### config.mk
export PLATFORM = sky130hd
export DESIGN_NAME = pspm_monitor
export DESIGN_NICKNAME = d
export VERILOG_FILES = /design/src/shared/pspm_pkg.sv /design/src/verilog/pspm_monitor.sv /design/src/verilog/pspm_dir_counter.sv
export VERILOG_INCLUDE_DIRS = /design/src /design/src/shared
export SDC_FILE = /design/constraint.sdc
export NUM_CORES = 1
export LEC_CHECK = 0
export BUFFER_PORTS_ARGS = -buffer_cell sky130_fd_sc_hd__buf_2
export CORE_ASPECT_RATIO = 1.1
export CORE_MARGIN = 2
export CORE_UTILIZATION = 43
export DETAILED_ROUTE_END_ITERATION = 6
export GPL_TIMING_DRIVEN = 0
export PLACE_DENSITY = 0.67
export SLEW_MARGIN = 20
export SYNTH_ARGS = -nofsm -noshare
export SYNTH_HDL_FRONTEND = slang
export SYNTH_SLANG_ARGS = --single-unit
### constraint.sdc
create_clock -name ref_clk -period 2.6 [get_ports ref_clk]
set_input_delay 0.26 -clock ref_clk [delete_from_list [all_inputs] [get_ports ref_clk]]
set_output_delay 0.26 -clock ref_clk [all_outputs]
set_load 0.02 [all_outputs]
### src/shared/pspm_params.svh
// Constants for the stream performance monitor.
// Notes on behaviour
// - Both 128-bit stream directions are observed only, every clock edge with ce high, never driven.
// - Published counts refresh once per second with totals of the period just ended.
// - Each outbound valid-and-ready beat adds its bytes to the raw outbound counter.
// - Each inbound valid-and-ready beat adds its bytes to the raw inbound counter.
// - Outbound memory-write and completion payload bytes add to the outbound payload count.
// - Inbound memory-write and completion payload bytes add to the inbound payload count.
// - Packet start is the first transferred beat after a beat carrying end-of-frame.
// - A beat counts only when valid and ready are both high together.
// - Published counts have four-byte resolution; low two bits carry the period tag.
// - The period tag steps 00, 01, 10, 11, then wraps, each refresh.
// - Only transaction-layer totals are reported; user payload is left to the DMA.
`ifndef PSPM_PARAMS_SVH
`define PSPM_PARAMS_SVH

// ====================================================================
// Timing
`define PSPM_CLK_PERIOD_NS   8
`define PSPM_SECOND_NS       1000000000
`define PSPM_SECOND_CYCLES   (`PSPM_SECOND_NS / `PSPM_CLK_PERIOD_NS)
`define PSPM_TIMER_W         28

// ====================================================================
// Beat and header fields
`define PSPM_BEAT_BYTES      32'h0000_0010
`define PSPM_FMT_DATA_BIT    30
`define PSPM_TYPE_HI         28
`define PSPM_TYPE_LO         24
`define PSPM_LEN_HI          9
`define PSPM_LEN_LO          0
`define PSPM_TYPE_MWR        5'h00
`define PSPM_TYPE_CPLD       5'h0A
`define PSPM_LEN_MAX_DW      11'h400

// ====================================================================
// Reset values
`define PSPM_CNT_RST         32'h0000_0000
`define PSPM_TAG_RST         2'h0
`define PSPM_TAG_STEP        2'h1

`endif

### src/shared/pspm_pkg.sv
// Types shared by the stream performance monitor modules.
package pspm_pkg;

   // ====================================================================
   // Packet phase of one stream direction
   typedef enum logic [0:0] {
      PSPM_PH_START = 1'b0,
      PSPM_PH_BODY  = 1'b1
   } pspm_phase_type;

endpackage

### src/verilog/pspm_monitor.sv
// Stream performance monitor top: period timer, tag and published counts.
`timescale 1ns/1ps
`include "pspm_params.svh"
module pspm_monitor #(
   parameter int unsigned SECOND_CYCLES = `PSPM_SECOND_CYCLES
) (
   input  wire logic         ref_clk,
   input  wire logic         rstn,
   input  wire logic         ce,
   input  wire logic [127:0] s_axis_tx_tdata,
   input  wire logic         s_axis_tx_tlast,
   input  wire logic         s_axis_tx_tvalid,
   input  wire logic         s_axis_tx_tready,
   input  wire logic [127:0] m_axis_rx_tdata,
   input  wire logic         m_axis_rx_tlast,
   input  wire logic         m_axis_rx_tvalid,
   input  wire logic         m_axis_rx_tready,
   output logic      [31:0]  tx_byte_count,
   output logic      [31:0]  rx_byte_count,
   output logic      [31:0]  tx_payload_count,
   output logic      [31:0]  rx_payload_count
);

   localparam logic [`PSPM_TIMER_W-1:0] TIMER_LAST = `PSPM_TIMER_W'(SECOND_CYCLES - 1);

   logic [`PSPM_TIMER_W-1:0] timer;
   logic [`PSPM_TIMER_W-1:0] next_timer;
   logic [1:0]               tag;
   logic [1:0]               next_tag;
   logic                     snap;
   logic                     seen_snap;
   logic                     next_seen_snap;
   logic [31:0]              tx_raw_sum;
   logic [31:0]              tx_pay_sum;
   logic [31:0]              rx_raw_sum;
   logic [31:0]              rx_pay_sum;
   logic [31:0]              next_tx_byte;
   logic [31:0]              next_rx_byte;
   logic [31:0]              next_tx_pay;
   logic [31:0]              next_rx_pay;

   // ====================================================================
   // Per-direction accumulators
   // Only the header word of each beat matters; the rest of the data bus is
   // watched for nothing, so it is never driven and never stored.
   pspm_dir_counter u_tx (
      .ref_clk (ref_clk),
      .rstn    (rstn),
      .ce      (ce),
      .tvalid  (s_axis_tx_tvalid),
      .tready  (s_axis_tx_tready),
      .tlast   (s_axis_tx_tlast),
      .hdr     (s_axis_tx_tdata[31:0]),
      .snap    (snap),
      .raw_sum (tx_raw_sum),
      .pay_sum (tx_pay_sum)
   );

   pspm_dir_counter u_rx (
      .ref_clk (ref_clk),
      .rstn    (rstn),
      .ce      (ce),
      .tvalid  (m_axis_rx_tvalid),
      .tready  (m_axis_rx_tready),
      .tlast   (m_axis_rx_tlast),
      .hdr     (m_axis_rx_tdata[31:0]),
      .snap    (snap),
      .raw_sum (rx_raw_sum),
      .pay_sum (rx_pay_sum)
   );

   // ====================================================================
   // Period timer, tag and snapshot values
   // The snapshot takes the sum including the current beat, so the beat
   // on the last cycle of a period is neither lost nor counted twice.
   always_comb begin
      snap           = ce && (timer == TIMER_LAST);
      next_timer     = (timer == TIMER_LAST) ? '0 : timer + `PSPM_TIMER_W'(1);
      next_tag       = (timer == TIMER_LAST) ? tag + `PSPM_TAG_STEP : tag;
      next_seen_snap = seen_snap || (timer == TIMER_LAST);
      next_tx_byte   = tx_byte_count;
      next_rx_byte   = rx_byte_count;
      next_tx_pay    = tx_payload_count;
      next_rx_pay    = rx_payload_count;
      if (timer == TIMER_LAST) begin
         next_tx_byte = {tx_raw_sum[31:2], next_tag};
         next_rx_byte = {rx_raw_sum[31:2], next_tag};
         next_tx_pay  = {tx_pay_sum[31:2], next_tag};
         next_rx_pay  = {rx_pay_sum[31:2], next_tag};
      end
   end

   // ====================================================================
   // Registers
   always_ff @(posedge ref_clk or negedge rstn) begin
      if (!rstn) begin
         timer            <= '0;
         tag              <= `PSPM_TAG_RST;
         seen_snap        <= 1'b0;
         tx_byte_count    <= `PSPM_CNT_RST;
         rx_byte_count    <= `PSPM_CNT_RST;
         tx_payload_count <= `PSPM_CNT_RST;
         rx_payload_count <= `PSPM_CNT_RST;
      end else if (ce) begin
         timer            <= next_timer;
         tag              <= next_tag;
         seen_snap        <= next_seen_snap;
         tx_byte_count    <= next_tx_byte;
         rx_byte_count    <= next_rx_byte;
         tx_payload_count <= next_tx_pay;
         rx_payload_count <= next_rx_pay;
      end
   end

   // ====================================================================
   // Checks
   // Software sees a tag change as the sign of a fresh sample; a reading
   // with an unchanged tag is stale and must be repeated.
   property p_tag_advance;
      @(posedge ref_clk) disable iff (!rstn)
      snap |=> (tag == $past(tag) + 2'h1);
   endproperty
   a_tag_advance: assert property (p_tag_advance) else $error("tag did not step");

   property p_tag_hold;
      @(posedge ref_clk) disable iff (!rstn)
      !snap |=> $stable(tag);
   endproperty
   a_tag_hold: assert property (p_tag_hold) else $error("tag moved between refreshes");

   property p_pub_hold;
      @(posedge ref_clk) disable iff (!rstn)
      !snap |=> $stable(tx_byte_count) && $stable(rx_byte_count) &&
                $stable(tx_payload_count) && $stable(rx_payload_count);
   endproperty
   a_pub_hold: assert property (p_pub_hold) else $error("published count moved");

   property p_pub_load;
      @(posedge ref_clk) disable iff (!rstn)
      snap |=> (tx_byte_count[31:2] == $past(tx_raw_sum[31:2])) &&
               (rx_payload_count[31:2] == $past(rx_pay_sum[31:2]));
   endproperty
   a_pub_load: assert property (p_pub_load) else $error("snapshot value wrong");

   property p_low_bits;
      @(posedge ref_clk) disable iff (!rstn)
      (tx_byte_count[1:0] == tag) && (rx_byte_count[1:0] == tag) &&
      (tx_payload_count[1:0] == tag) && (rx_payload_count[1:0] == tag);
   endproperty
   a_low_bits: assert property (p_low_bits) else $error("low bits differ from tag");

   property p_zero_before_first;
      @(posedge ref_clk) disable iff (!rstn)
      !seen_snap |-> (tx_byte_count == 32'h0000_0000) && (rx_byte_count == 32'h0000_0000) &&
                     (tx_payload_count == 32'h0000_0000) && (rx_payload_count == 32'h0000_0000);
   endproperty
   a_zero_before_first: assert property (p_zero_before_first) else $error("not zero");

   property p_timer_period;
      @(posedge ref_clk) disable iff (!rstn)
      snap |=> (timer == '0);
   endproperty
   a_timer_period: assert property (p_timer_period) else $error("timer not restarted");

   property p_snap_only_at_end;
      @(posedge ref_clk) disable iff (!rstn)
      (ce && timer != TIMER_LAST) |-> !snap ##1 (timer == $past(timer) + 1'b1);
   endproperty
   a_snap_only_at_end: assert property (p_snap_only_at_end) else $error("timer misstep");

   property p_freeze;
      @(posedge ref_clk) disable iff (!rstn)
      !ce |=> $stable(timer) && $stable(tag) && $stable(tx_byte_count);
   endproperty
   a_freeze: assert property (p_freeze) else $error("state moved with enable low");

   property p_pub_load_rest;
      @(posedge ref_clk) disable iff (!rstn)
      snap |=> (rx_byte_count[31:2] == $past(rx_raw_sum[31:2])) &&
               (tx_payload_count[31:2] == $past(tx_pay_sum[31:2]));
   endproperty
   a_pub_load_rest: assert property (p_pub_load_rest) else $error("snapshot value wrong");

   property p_freeze_rest;
      @(posedge ref_clk) disable iff (!rstn)
      !ce |=> $stable(rx_byte_count) && $stable(tx_payload_count) &&
              $stable(rx_payload_count) && $stable(seen_snap);
   endproperty
   a_freeze_rest: assert property (p_freeze_rest) else $error("output moved frozen");

   property p_seen_set;
      @(posedge ref_clk) disable iff (!rstn)
      snap |=> seen_snap;
   endproperty
   a_seen_set: assert property (p_seen_set) else $error("refresh not recorded");

   property p_tag_zero_first;
      @(posedge ref_clk) disable iff (!rstn)
      !seen_snap |-> (tag == `PSPM_TAG_RST);
   endproperty
   a_tag_zero_first: assert property (p_tag_zero_first) else $error("tag not cleared");

   // The first refresh after reset shows tag 01; later ones step by one.
   property p_first_tag;
      @(posedge ref_clk) disable iff (!rstn)
      (snap && !seen_snap) |=> (tag == 2'h1);
   endproperty
   a_first_tag: assert property (p_first_tag) else $error("first tag wrong");

   property p_tag_wrap;
      @(posedge ref_clk) disable iff (!rstn)
      (snap && tag == 2'h3) |=> (tag == 2'h0);
   endproperty
   a_tag_wrap: assert property (p_tag_wrap) else $error("tag did not wrap");

   // A timer beyond its last count would not refresh again until it wrapped
   // past zero, so it is boxed in here.
   property p_timer_bound;
      @(posedge ref_clk) disable iff (!rstn)
      (timer <= TIMER_LAST);
   endproperty
   a_timer_bound: assert property (p_timer_bound) else $error("timer out of range");

endmodule

### src/verilog/pspm_dir_counter.sv
// Raw and payload byte accumulators for one stream direction.
`timescale 1ns/1ps
`include "pspm_params.svh"
module pspm_dir_counter (
   input  wire logic        ref_clk,
   input  wire logic        rstn,
   input  wire logic        ce,
   input  wire logic        tvalid,
   input  wire logic        tready,
   input  wire logic        tlast,
   input  wire logic [31:0] hdr,
   input  wire logic        snap,
   output logic      [31:0] raw_sum,
   output logic      [31:0] pay_sum
);

   pspm_pkg::pspm_phase_type phase;
   pspm_pkg::pspm_phase_type next_phase;
   logic [31:0]              raw_acc;
   logic [31:0]              pay_acc;
   logic [31:0]              next_raw_acc;
   logic [31:0]              next_pay_acc;
   logic                     fire;
   logic                     start;
   logic                     pay_type;
   logic [10:0]              len_dw;
   logic [12:0]              pay_bytes;

   // ====================================================================
   // Next-state logic
   always_comb begin
      fire     = tvalid && tready;
      start    = fire && (phase == pspm_pkg::PSPM_PH_START);
      pay_type = hdr[`PSPM_FMT_DATA_BIT] &&
                 ((hdr[`PSPM_TYPE_HI:`PSPM_TYPE_LO] == `PSPM_TYPE_MWR) ||
                  (hdr[`PSPM_TYPE_HI:`PSPM_TYPE_LO] == `PSPM_TYPE_CPLD));
      // A zero length field means the largest payload.
      len_dw = (hdr[`PSPM_LEN_HI:`PSPM_LEN_LO] == 10'h000) ? `PSPM_LEN_MAX_DW
               : {1'b0, hdr[`PSPM_LEN_HI:`PSPM_LEN_LO]};
      pay_bytes = {len_dw, 2'b00};
      raw_sum = fire ? raw_acc + `PSPM_BEAT_BYTES : raw_acc;
      // The whole payload is credited at the header beat, so a discontinued
      // packet is still counted at its declared length.
      pay_sum = (start && pay_type) ? pay_acc + {19'h0_0000, pay_bytes} : pay_acc;
      next_raw_acc = snap ? `PSPM_CNT_RST : raw_sum;
      next_pay_acc = snap ? `PSPM_CNT_RST : pay_sum;
      case (phase)
         pspm_pkg::PSPM_PH_START: begin
            next_phase = (fire && !tlast) ? pspm_pkg::PSPM_PH_BODY : pspm_pkg::PSPM_PH_START;
         end
         pspm_pkg::PSPM_PH_BODY: begin
            next_phase = (fire && tlast) ? pspm_pkg::PSPM_PH_START
                         : pspm_pkg::PSPM_PH_BODY;
         end
         default: begin
            next_phase = pspm_pkg::PSPM_PH_START;
         end
      endcase
   end

   // ====================================================================
   // State registers
   always_ff @(posedge ref_clk or negedge rstn) begin
      if (!rstn) begin
         phase   <= pspm_pkg::PSPM_PH_START;
         raw_acc <= `PSPM_CNT_RST;
         pay_acc <= `PSPM_CNT_RST;
      end else if (ce) begin
         phase   <= next_phase;
         raw_acc <= next_raw_acc;
         pay_acc <= next_pay_acc;
      end
   end

   // ====================================================================
   // Checks
   property p_raw_add;
      @(posedge ref_clk) disable iff (!rstn)
      (ce && tvalid && tready && !snap) |=> (raw_acc == $past(raw_acc) + `PSPM_BEAT_BYTES);
   endproperty
   a_raw_add: assert property (p_raw_add) else $error("raw count missed a beat");

   property p_no_fire_hold;
      @(posedge ref_clk) disable iff (!rstn)
      (ce && !(tvalid && tready) && !snap) |=> $stable(raw_acc) && $stable(pay_acc);
   endproperty
   a_no_fire_hold: assert property (p_no_fire_hold) else $error("count moved idle");

   property p_start_after_last;
      @(posedge ref_clk) disable iff (!rstn)
      (ce && tvalid && tready && tlast) |=> (phase == pspm_pkg::PSPM_PH_START);
   endproperty
   a_start_after_last: assert property (p_start_after_last) else $error("no restart");

   property p_mid_no_pay;
      @(posedge ref_clk) disable iff (!rstn)
      (ce && !snap && phase == pspm_pkg::PSPM_PH_BODY) |=> $stable(pay_acc);
   endproperty
   a_mid_no_pay: assert property (p_mid_no_pay) else $error("payload counted mid packet");

   property p_acc_clear;
      @(posedge ref_clk) disable iff (!rstn)
      (ce && snap) |=> (raw_acc == `PSPM_CNT_RST) && (pay_acc == `PSPM_CNT_RST);
   endproperty
   a_acc_clear: assert property (p_acc_clear) else $error("accumulator not cleared");

endmodule

==> impl_metrics.py <==
metrics = {
    "run_status": {
        "outcome": "completed",
    },
    "global_route": {
        "grt_pass1_wl_mm": 65.6,
        "antenna_found_initial": 0,
        "grt_overflow": 0,
        "grt_start_max_net_pins": 90,
        "grt_pass1_vias": 11900,
        "gr-usage-all-layers_pct": 24.2,
    },
    "cts": {
        "h-tree-depth": 1,
        "numCtsBuffers": 29,
        "cts_tree": "yes",
        "cts_sinks": 266,
        "root_buffer": "clkbuf_16",
        "clockBufferDepth": 3,
        "clk_latency_ps": 550,
        "clk_pin_slew_worst_paths_ps": 60,
    },
    "power": {
        "max-vdd-ir-drop_v": 0.000442,
        "power_density_mw_per_mm2": 537,
        "p_leak_nw": 7.74,
    },
    "floorplanning": {
        "die_width_um": 176,
        "ios": 393,
        "core_sq_mm": 0.0323,
        "rows": 69,
        "initial_utilization_pct": 43.5,
        "die_h_um": 194,
        "die_area_sq_mm": 0.0341,
    },
    "place": {
        "port_buffers": 163,
        "placed_cell_area_sq_mm": 0.0155,
        "hpwl_mm": 29.8,
        "placed_cells": 2156,
        "gp_congestion": 0.889,
    },
    "synth": {
        "netlist.area_leader.share_pct": 47.4,
        "synth_ff_type": "dfrtp_1",
        "syn_area_per_cell_sq_um": 9.00,
        "synth_area_sq_mm": 0.0140,
        "synth_top_area_cell": "dfrtp_1",
        "yosysUniqueCellTypes": 66,
        "postSynthCellCount": 1561,
        "yosysSeqAreaShare_pct": 47.4,
        "synth-async-reset-ratio_pct": 100,
        "synth_edf_count": 0,
        "ys_warn_count": 0,
        "synth_area_leaders": "dfrtp_1 47%, nand2_1 7.3%, o21ai_0 5.4%, xnor2_1 4.8%, xor2_1 3.0%",
        "ys_ff_latch": 266,
    },
    "drt": {
        "wl_per_cell_um": 18.8,
        "drtPass1Iterations": 5,
        "detail-route-antenna-nets": 0,
        "drc": 0,
        "drt_iter0_drc": 1010,
        "viasPerCell": 5.59,
        "num_vias": 12400,
        "wl_mm": 41.8,
    },
    "timing": {
        "clock.fmax_mhz": 399,
        "worst_pin_slew_ps": 896,
        "drv_slew": 0,
        "slew_headroom_pct": 40.2,
        "fin_crit_sh_pct": 96.4,
        "setup-tns-final_ps": 0,
        "period_needed_ps": 2510,
        "worst_clock_skew_ps": 14.8,
        "finalSetupViolations": 0,
        "rsz0062_at_grt": "yes",
        "fin_hold_ws_ps": 141,
        "hold_viol": 0,
    },
    "layout": {
        "stdcell_count": 2217,
        "final_core_util_pct": 52.2,
        "layout.nets": 2066,
        "drive_above_1_share_pct": 18.2,
        "final_area_sq_mm": 0.0169,
        "final.fill_count": 3043,
        "syn2layout_area_growth_pct": 20.1,
        "n_antenna_cell": 0,
    },
    "setup_path": {
        "endpoint_kind": "register",
        "rrSetupSlack_ps": 90,
        "required_ps": 3000,
        "critPathLaunch": "u_tx.pay_acc[8]$_DFFE_PN0P_",
        "cp_max_fo": 10,
        "reg2regPathDepth": 10,
        "criticalPathCategory": "reg2reg",
        "crit_arrival_ps": 2910,
        "r2r_start": "u_tx.pay_acc[8]$_DFFE_PN0P_",
        "cp-start-kind": "register",
        "rr_endpoint": "tx_payload_count[27]$_DFFE_PN0P_",
        "endpoint": "tx_payload_count[27]$_DFFE_PN0P_",
    },
    "run": {
        "cap_violations": 0,
    },
    "hold_path": {
        "hold_path.class": "in2reg",
    },
}
## through the flow
stage	power [W]	setup slack, ps
final	0.00906	93.3
after global routing	0.00936	-29.6
after CTS	0.00911	1.81
after detailed placement	0.00491	-885
after global placement	0.00488	-3770
after floorplan	0.00464	-3.02
## logic make-up (layout without fill, tap and decap cells)
family / Yosys count / in the layout / synth area share, %
flip-flops: 266 / 266 / 47.4
multiplexers: 20 / 20 / 1.42
XOR/XNOR: 125 / 125 / 7.79
buffers and inverters: 136 / 363 / 4.14
AO/OA/AOI/OAI: 393 / 393 / 16.5
AND/OR/NAND/NOR: 593 / 593 / 20.3
adder cells (fa/ha/maj): 27 / 27 / 2.51
other: 1 / 4 / 0.0267
## worst min path at each step
stage	startpoint	slack [ps]	endpoint	cells after the start
2_1_floorplan	rstn	-40	asynchronous set/reset pin	0
3_3_place_gp	rx_payload_count[31]$_DFFE_PN0P_	450	rx_payload_count[31]$_DFFE_PN0P_	2
3_5_place_dp	rstn	200	tx_payload_count[4]$_DFFE_PN0P_	1
4_1_cts	m_axis_rx_tvalid	130	u_rx.raw_acc[6]$_DFFE_PN0P_	3
5_1_grt	m_axis_rx_tvalid	170	u_rx.raw_acc[6]$_DFFE_PN0P_	3
6_report	m_axis_rx_tvalid	140	u_rx.raw_acc[6]$_DFFE_PN0P_	3
## cell type report
class | count | area [sq um] | area share (%)
Clock inverter | 9 | 148 | 0.875
Multi-Input combinational cell | 1162 | 7060 | 41.8
Inverter | 28 | 105 | 0.623
Buffer | 107 | 543 | 3.22
Sequential cell | 266 | 6660 | 39.5
Tap cell | 426 | 533 | 3.16
Timing Repair Buffer | 180 | 1030 | 6.13
Clock buffer | 39 | 793 | 4.70
## synthesized netlist by cell type, types with 4 or more instances
library cell and instances:
nand2_1 273, dfrtp_1 266, o21ai_0 152, nor2_1 79, xnor2_1 77, clkbuf_1 68
a21oi_1 65, o21ai_1 51, nand3_1 50, xor2_1 48, and3_1 46, a31oi_1 34
nand4_1 29, o31ai_1 28, inv_1 27, ha_1 25, mux2i_1 20, buf_2 18
nor3_1 18, or3_1 17, a21o_1 14, buf_4 13, nor4_1 12, nand2b_1 11
and4_1 10, and2_1 9, buf_1 9, a22o_1 8, or4_1 8, a32o_1 7
or2_2 6, nor2b_1 5, o21a_1 5, o21ba_2 4
## per-layer routing
layer	wire (um)	vias to the layer above	GRT usage (%)
met5	0	-	0
met4	808	0	5.85
met3	3620	47	5.03
met2	18600	461	37.2
met1	18700	6016	35.1
li1	-	5871	-
## where the power goes
part | internal (W) | leakage, nW | switching (W)
Sequential | 0.00421 | 3.70 | 0.0000721
Combinational | 0.000207 | 3.58 | 0.000386
Clock | 0.00251 | 0.460 | 0.00168
## worst max-delay path, stage by stage, from the launching register on
cell and delay (ps):
dfrtp_1 420, ha_4 280, a21o_1 200, a31o_1 230
and2_1 150, a2111o_1 380, buf_4 190, clkbuf_8 170
nand3_2 80, xor2_2 170, o21ai_1 80
## repair_timing
action / 4_1_cts / 5_1_grt
hold buffers: 3 / 0
setup endpoints to repair: 238 / 157
buffers inserted: 6 / 5
endpoints found under the hold margin: 48 / 0
pin swaps: 4 / 5
resized for setup: 33 / 58
## state kept, by name, summed over array words and instances (netlist names), named ones only
signal            flops
rx_byte_count        28
rx_payload_count     30
tag                   2
timer                28
tx_byte_count        28
tx_payload_count     32
u_rx.pay_acc         30
u_rx.raw_acc         28
u_tx.pay_acc         30
u_tx.raw_acc         28
## cell usage in the layout (no fill, tap or decap), drive strengths merged, types with 5 or more instances in the layout
cell / instances
nor2: 80
nor4: 15
o31ai: 28
nand4: 29
nor2b: 5
mux2i: 20
buf: 219
nand2: 273
dfrtp: 266
a21o: 14
inv: 28
or3: 17
o21a: 5
or2: 8
a31oi: 35
nand3: 50
nor3: 18
o21ba: 5
a21oi: 65
and3: 46
xor2: 48
a32o: 7
xnor2: 77
nand2b: 11
clkbuf: 104
and4: 12
or4: 9
a22o: 8
o21ai: 204
and2: 9
ha: 25
Note: power is estimated with default switching activity, not from simulation.
